$ cat src/cxa_pkg.sv
/*
 * Package for the group-A instruction executor: opcode patterns, field
 * positions, accumulator and program counter reset values and instruction-cycle timing.
 * Assumes a 14-bit instruction word and an 8-bit data path.
 */
// Notes on behaviour
// - literal add: acc plus literal, C DC Z
// - literal and: acc and literal, Z only
// - destination bit 0 to acc, 1 to file
// - file add: acc plus file, C DC Z
// - file and: acc and file, Z
// - bit set skips next, two cycles
// - call pushes pc plus one, loads k
// - call fills pc 12:11 from latch 4:3
// - clear file writes zero, sets Z
// - clear acc loads zero, sets Z
// - watchdog reset clears counter, sets flags
// - decrement file to destination, updates Z
// - invert file to destination, updates Z
// - decrement skip leaves flags unchanged
// - zero decrement result skips, two cycles
// - one instruction cycle is four clocks
// - file address range 00 to 7F
package cxa_pkg;
   // instruction cycle length in clock periods
   localparam int CYC_PHASES = 4;
   localparam logic [1:0] PHASE_LAST = 2'h3;
   // instruction field positions
   localparam int DEST_BIT = 7;
   localparam int BIT_LO = 7;
   localparam int FILE_HI = 6;
   localparam logic [6:0] FILE_MAX = 7'h7F;
   // opcode patterns, compared on bits 13:8, 13:9, 13:10, 13:11 or the whole word
   localparam logic [5:0] OPC_ADD_FILE = 6'h07;
   localparam logic [5:0] OPC_AND_FILE = 6'h05;
   localparam logic [5:0] OPC_CLR = 6'h01;
   localparam logic [5:0] OPC_DEC_FILE = 6'h03;
   localparam logic [5:0] OPC_INV_FILE = 6'h09;
   localparam logic [5:0] OPC_DEC_SKIP = 6'h0B;
   localparam logic [5:0] OPC_AND_LIT = 6'h39;
   localparam logic [4:0] OPC_ADD_LIT = 5'h1F;
   localparam logic [3:0] OPC_BIT_SKIP = 4'h7;
   localparam logic [2:0] OPC_CALL = 3'h4;
   localparam logic [13:0] OPC_WDT_RESET = 14'h0064;
   // reset values
   localparam logic [7:0] ACC_RESET = 8'h00;
   localparam logic [12:0] PC_RESET = 13'h0000;
   typedef enum logic [1:0] {
      CXA_OP_NONE = 2'b00,
      CXA_OP_ADD = 2'b01,
      CXA_OP_AND = 2'b10,
      CXA_OP_OTHER = 2'b11
   } cxa_alu_t;
endpackage : cxa_pkg

$ cat src/cxa_exec.sv
/*
 * Group-A instruction executor: decodes one 14-bit instruction per
 * instruction cycle, drives accumulator, flags, file write, stack push,
 * program counter load, watchdog clear and skip of the next instruction.
 * Assumes the file memory returns file_rdata combinationally for
 * file_addr, the stack stores stack_head on push, and the watchdog
 * counter clears on wdt_clear. instr must hold for the whole cycle.
 */
`timescale 1ns/10ps
module cxa_exec (
   // clock and reset
   input wire logic clk_sys,
   input wire logic resetn,
   // instruction in
   input wire logic [13:0] instr,
   input wire logic [12:0] pc_next_seq,
   input wire logic [7:0] pc_high_latch,
   // file register port
   input wire logic [7:0] file_rdata,
   output logic [6:0] file_addr,
   output logic [7:0] file_wdata,
   output logic file_we,
   // core state
   output logic [7:0] acc,
   output logic zero_flag,
   output logic carry_flag,
   output logic nibble_overflow_bit,
   output logic watchdog_expiry_flag,
   output logic sleep_flag,
   // control flow
   output logic [12:0] program_counter,
   output logic pc_load,
   output logic [12:0] stack_head,
   output logic stack_push,
   output logic wdt_clear,
   output logic discard_next,
   output logic cycle_end
);
   // phase inside an instruction cycle, last phase commits
   logic [1:0] phase;
   logic nop_slot;
   wire logic commit;
   assign commit = (phase == cxa_pkg::PHASE_LAST);

   // decode
   wire logic [5:0] opc6;
   wire logic add_lit, and_lit, add_file, and_file, clr_any, clr_file;
   wire logic clr_acc, dec_file, inv_file, dec_skip, bit_skip, call_op;
   wire logic wdt_op, to_file, file_op;
   wire logic [2:0] bit_sel;
   wire logic [6:0] faddr;
   assign opc6 = instr[13:8];
   assign add_lit = (instr[13:9] == cxa_pkg::OPC_ADD_LIT);
   assign and_lit = (opc6 == cxa_pkg::OPC_AND_LIT);
   assign add_file = (opc6 == cxa_pkg::OPC_ADD_FILE);
   assign and_file = (opc6 == cxa_pkg::OPC_AND_FILE);
   assign clr_any = (opc6 == cxa_pkg::OPC_CLR);
   assign clr_file = clr_any & instr[cxa_pkg::DEST_BIT];
   // low seven bits are ignored for the acc clear
   assign clr_acc = clr_any & ~instr[cxa_pkg::DEST_BIT];
   assign dec_file = (opc6 == cxa_pkg::OPC_DEC_FILE);
   assign inv_file = (opc6 == cxa_pkg::OPC_INV_FILE);
   assign dec_skip = (opc6 == cxa_pkg::OPC_DEC_SKIP);
   assign bit_skip = (instr[13:10] == cxa_pkg::OPC_BIT_SKIP);
   assign call_op = (instr[13:11] == cxa_pkg::OPC_CALL);
   assign wdt_op = (instr == cxa_pkg::OPC_WDT_RESET);
   assign faddr = instr[cxa_pkg::FILE_HI:0];
   assign bit_sel = instr[cxa_pkg::BIT_LO+2:cxa_pkg::BIT_LO];
   assign to_file = instr[cxa_pkg::DEST_BIT];
   assign file_op = add_file | and_file | dec_file | inv_file | dec_skip;

   // operand and operation select
   wire logic [7:0] opnd, res;
   wire logic [2:0] sel;
   wire logic c_out, dc_out, z_out;
   assign opnd = (add_lit | and_lit) ? instr[7:0] : file_rdata;
   assign sel = (add_lit | add_file) ? 3'h0 :
                (and_lit | and_file) ? 3'h1 :
                (dec_file | dec_skip) ? 3'h2 :
                inv_file ? 3'h3 : 3'h4;
   cxa_alu u_alu (
      .acc(acc),
      .opnd(opnd),
      .sel(sel),
      .res(res),
      .carry(c_out),
      .nibble_carry(dc_out),
      .is_zero(z_out)
   );

   // effects of the current instruction, valid in the commit phase
   wire logic live, acc_we, fwe, z_we, c_we, skip_now, bit_hit;
   wire logic [7:0] next_acc, next_fdata;
   wire logic [12:0] next_pc;
   assign live = commit & ~nop_slot;
   assign bit_hit = file_rdata[bit_sel];
   assign acc_we = live & (add_lit | and_lit | clr_acc |
                   (file_op & ~to_file));
   assign fwe = live & ((file_op & to_file) | clr_file);
   assign next_acc = clr_acc ? 8'h00 : res;
   assign next_fdata = clr_file ? 8'h00 : res;
   // decrement skip touches no flag
   assign z_we = live & (add_lit | and_lit | add_file | and_file |
                 dec_file | inv_file | clr_any);
   assign c_we = live & (add_lit | add_file);
   assign skip_now = live & ((bit_skip & bit_hit) |
                     (dec_skip & z_out));
   // pc high bits from latch bits 4:3
   assign next_pc = {pc_high_latch[4:3], instr[10:0]};

   // phase counter and slot after a skip or call runs as a no-op
   always_ff @(posedge clk_sys) begin
      if (!resetn) begin
         phase <= 2'h0;
         nop_slot <= 1'b0;
      end else begin
         phase <= phase + 2'h1;
         if (commit) begin
            nop_slot <= skip_now | (live & call_op);
         end
      end
   end

   // accumulator and status flags
   always_ff @(posedge clk_sys) begin
      if (!resetn) begin
         acc <= cxa_pkg::ACC_RESET;
         zero_flag <= 1'b0;
         carry_flag <= 1'b0;
         nibble_overflow_bit <= 1'b0;
         watchdog_expiry_flag <= 1'b1;
         sleep_flag <= 1'b1;
      end else begin
         if (acc_we) begin
            acc <= next_acc;
         end
         if (z_we) begin
            zero_flag <= clr_any | z_out;
         end
         if (c_we) begin
            carry_flag <= c_out;
            nibble_overflow_bit <= dc_out;
         end
         if (live & wdt_op) begin
            watchdog_expiry_flag <= 1'b1;
            sleep_flag <= 1'b1;
         end
      end
   end

   // one-cycle strobes toward memory, stack, watchdog and fetch
   always_ff @(posedge clk_sys) begin
      if (!resetn) begin
         file_addr <= 7'h00;
         file_wdata <= 8'h00;
         file_we <= 1'b0;
         stack_head <= cxa_pkg::PC_RESET;
         stack_push <= 1'b0;
         program_counter <= cxa_pkg::PC_RESET;
         pc_load <= 1'b0;
         wdt_clear <= 1'b0;
         discard_next <= 1'b0;
         cycle_end <= 1'b0;
      end else begin
         file_addr <= faddr;
         file_wdata <= next_fdata;
         file_we <= fwe;
         stack_push <= live & call_op; // push in the same cycle as pc load
         if (live & call_op) begin
            stack_head <= pc_next_seq;
            program_counter <= next_pc;
         end
         pc_load <= live & call_op;
         wdt_clear <= live & wdt_op; // counter and prescaler
         discard_next <= skip_now;
         cycle_end <= commit;
      end
   end
endmodule : cxa_exec

$ cat src/cxa_alu.sv
/*
 * Eight-bit arithmetic core for the group-A executor: sum with carry and
 * digit carry, and, invert, decrement, plus zero detect.
 * Assumes operand selection is done by the caller; purely combinational.
 */
`timescale 1ns/10ps
module cxa_alu (
   // operands and operation
   input wire logic [7:0] acc,
   input wire logic [7:0] opnd,
   input wire logic [2:0] sel,
   // results
   output logic [7:0] res,
   output logic carry,
   output logic nibble_carry,
   output logic is_zero
);
   wire logic [8:0] sum_full;
   wire logic [4:0] sum_low;
   // sel: 0 add, 1 and, 2 dec, 3 invert, others zero
   assign sum_full = {1'b0, acc} + {1'b0, opnd};
   assign sum_low = {1'b0, acc[3:0]} + {1'b0, opnd[3:0]};
   assign res = (sel == 3'h0) ? sum_full[7:0] :
                (sel == 3'h1) ? (acc & opnd) :
                (sel == 3'h2) ? (opnd - 8'h01) :
                (sel == 3'h3) ? ~opnd : 8'h00;
   assign carry = sum_full[8];
   assign nibble_carry = sum_low[4];
   assign is_zero = (res == 8'h00);
endmodule : cxa_alu

$ cat config.mk
export PLATFORM = sky130hd
export DESIGN_NAME = cxa_exec
export DESIGN_NICKNAME = d
export VERILOG_FILES = /design/src/cxa_pkg.sv /design/src/cxa_exec.sv /design/src/cxa_alu.sv
export SDC_FILE = /design/constraint.sdc
export NUM_CORES = 1
export LEC_CHECK = 0
export ABC_AREA = 0
export BUFFER_PORTS_ARGS = -buffer_cell sky130_fd_sc_hd__clkbuf_2
export CORE_ASPECT_RATIO = 1.4
export CORE_MARGIN = 3
export CORE_UTILIZATION = 33
export CTS_CLUSTER_SIZE = 8
export DETAILED_ROUTE_END_ITERATION = 8
export PLACE_DENSITY = 0.61
export SYNTH_ARGS = -nofsm -noshare
export SYNTH_HDL_FRONTEND = slang
export SYNTH_HIERARCHICAL = 1
export SYNTH_SLANG_ARGS = --single-unit
$ cat constraint.sdc
create_clock -name clk_sys -period 5.5 [get_ports clk_sys]
set_clock_uncertainty 0.05 [all_clocks]
set_input_delay 0.275 -clock clk_sys [delete_from_list [all_inputs] [get_ports clk_sys]]
set_output_delay 0.275 -clock clk_sys [all_outputs]
set_load 0.03 [all_outputs]
==> impl_metrics.csv <==
group,metric,value,unit
timing,tns,0,ps
hold_path,worstHoldPathType,"input port to register",
setup_path,endpoint_kind,"register",
synthesis,ys_types,60,
synthesis,synthFlopType,"dfxtp_1",
route,first_pass_iters,4,
timing,rsz0062_at_grt,"no",
timing,setup_viol,0,
route,drt-wirelength-per-cell,14.7,µm
floorplan,core,9510,µm²
timing,worst_pin_slew,1040,ps
timing,drv_slew,0,
timing,min_period,3690,ps
synthesis,ys_ff_latch,60,
power_and_ir_drop,ir_worst_vdd,145,µV
floorplan,start_util,34.2,%
global_routing,grt_remaining_overflow,0,
synthesis,yosysWarningCount,6,
global_routing,first_global_vias,2934,
synthesis,syn_inst,375,
cells_and_area,fin_nets,518,
cts,cts-hold-fix-buffers,0,
power_and_ir_drop,total_power,1170,µW
cts,cts_tree,"built",
timing,timing.fmax,271,MHz
global_routing,grt_pass1_wl,14.5,mm
synthesis,synth_top_cells_by_count,"nand2_1, dfxtp_1, a21boi_0",
route,via_per_inst,5.06,
cts,cts_root_buf,"clkbuf_16",
cts,cts_resized,0,
global_routing,grt.total_usage,16.3,%
floorplan,die_h,123,µm
synthesis,syn_avg_cell_area,8.67,µm²
place,place_congestion,0.905,
synthesis,synth_edf_count,0,
timing,hold_viol,0,
route,drt_wl_total,8.82,mm
cells_and_area,diodes,0,
cts,cts_buffers,9,
cts,clkTransAtPathRegs,60,ps
job,cap_violations,0,
power_and_ir_drop,leakagePower,0.00176,µW
cells_and_area,drive_gt1_share,29.3,%
cts,cts_setup_buffers,0,
floorplan,die_area,11100,µm²
synthesis,yosysTopAreaCell,"dfxtp_1",
route,postRouteAntennaNets,0,
synthesis,yosysMostFrequentCell,"nand2_1",
synthesis,synth_top_cell_area_share,36.9,%
cells_and_area,area_growth_syn_to_layout,26.0,%
route,drt_iter0_markers,199,
timing,slew_headroom,30.2,%
global_routing,antenna_found_initial,0,
cells_and_area,multi_input_area,1890,µm²
power_and_ir_drop,pwr_density_cell,285,nW/µm²
route,vias,3028,
cts,clock_path_buffers,2,
setup_path,cp.arrival,3900,ps
setup_path,path_class,"input port to register",
route,drc,0,
synthesis,syn-cell-area,3250,µm²
global_routing,grt_start_max_net_pins,54,
synthesis,async_flop_share,0,%
cts,clk_latency,330,ps
timing,min_period_over_period,67.2,%
place,dp_hpwl,6.67,mm
floorplan,rows,42,
floorplan,boundaryPins,105,
cells_and_area,regArea,1200,µm²
synthesis,ys_top_cells_by_area,"dfxtp_1, nand2_1, a21boi_0",
setup_path,required,5710,ps
cts,htree_num_levels,3,
cts,clock-sinks,60,
setup_path,cp_max_fo,10,
setup_path,cp-start-kind,"input port",
synthesis,ys_seq_area_share,36.9,%
status,status,"finished clean",
cells_and_area,fillCellCount,941,
floorplan,die-width,89.9,µm
place,numPortBuffers,96,
critical path: stages:
cell and delay [ps]:
clkbuf_2 210, or3b_1 420, a21oi_4 360, mux2_2 440
ha_1 250, fa_1 430, a211oi_1 250, nor2_1 120
a311oi_1 290, o211ai_1 190, nor4_2 360, o21ai_0 130
mux2i_1 170
registers in the layout (all words and copies together) (netlist names), 2 cells and up:
signal,cells
acc,8
file_wdata,8
stack_head,13
program_counter,13
file_addr,7
phase,2
cell families (layout without fill, tap and decap cells):
family	count (synthesis)	after routing	synth area share [%]
AND/OR/NAND/NOR	158	158	24.3
flip-flops	60	60	36.9
buffers and inverters	30	121	5.12
XOR/XNOR	4	4	1.08
adder cells (fa/ha/maj)	11	11	4.46
other	1	2	0.115
AO/OA/AOI/OAI	86	86	19.2
multiplexers	25	25	8.81
final timing paths:
| path | end | start | cells after the start | slack, ps |
|---|---|---|---|---|
| max reg2reg | zero_flag | acc[0] | 9 | 2840 |
| min | stack_head[12] | pc_next_seq[12] | 3 | 130 |
| max | zero_flag | instr[8] | 13 | 1810 |
| min reg2reg | phase[0] | phase[0] | 1 | 380 |
power by group:
part	leakage [µW]	switching, µW	internal [µW]
Clock	0.000156	209	398
Combinational	0.00111	71.6	45.0
Sequential	0.000486	2.34	442
Total	0.00176	283	885
routing by layer:
metal  vias up  wire [µm]  GRT usage [%]
met4         0        249           6.51
met3        21        528           4.20
met2       131       4300           28.7
met1      1387       3740           19.1
li1       1489          -              -
met5         -          0              0
cell type report:
| type | count | area share (%) |
|---|---|---|
| clock buffers | 9 | 5.50 |
| inverters | 8 | 0.733 |
| flip-flops and latches | 60 | 29.3 |
| repair buffers | 97 | 11.9 |
| well taps | 132 | 4.03 |
| clock inverters | 7 | 2.41 |
| multi-input cells | 286 | 46.1 |
stage by stage:
stage               std cells  cell area [µm²]  hold WS, ps  setup slack [ps]  utilization [%]
floorplan                 376             3260          347              1940                -
global placement          583             3770          359              1520             39.7
detailed placement        583             3770          363              1470             39.7
CTS                       599             4100          126              1820             43.1
global route              599             4100          131              1470             43.1
finish                    599             4100          128              1810             43.1
placed cells by master (no fill, tap or decap), types with 3 or more instances in the layout:
| cell | count |
|---|---|
| mux2i_1 | 14 |
| nand3_1 | 5 |
| ha_1 | 10 |
| clkbuf_2 | 96 |
| nor3b_1 | 3 |
| o21a_1 | 3 |
| o211ai_1 | 6 |
| o21ai_0 | 11 |
| and2_1 | 18 |
| xor2_1 | 3 |
| nor2b_1 | 7 |
| inv_1 | 8 |
| dfxtp_1 | 60 |
| mux2_2 | 9 |
| clkbuf_16 | 9 |
| a211oi_1 | 5 |
| nand2_1 | 79 |
| nor3_1 | 7 |
| a21oi_1 | 16 |
| nand2b_1 | 4 |
| a21boi_0 | 27 |
| a21o_1 | 3 |
| nor2_1 | 13 |
Power figures use the tool's default switching activity.
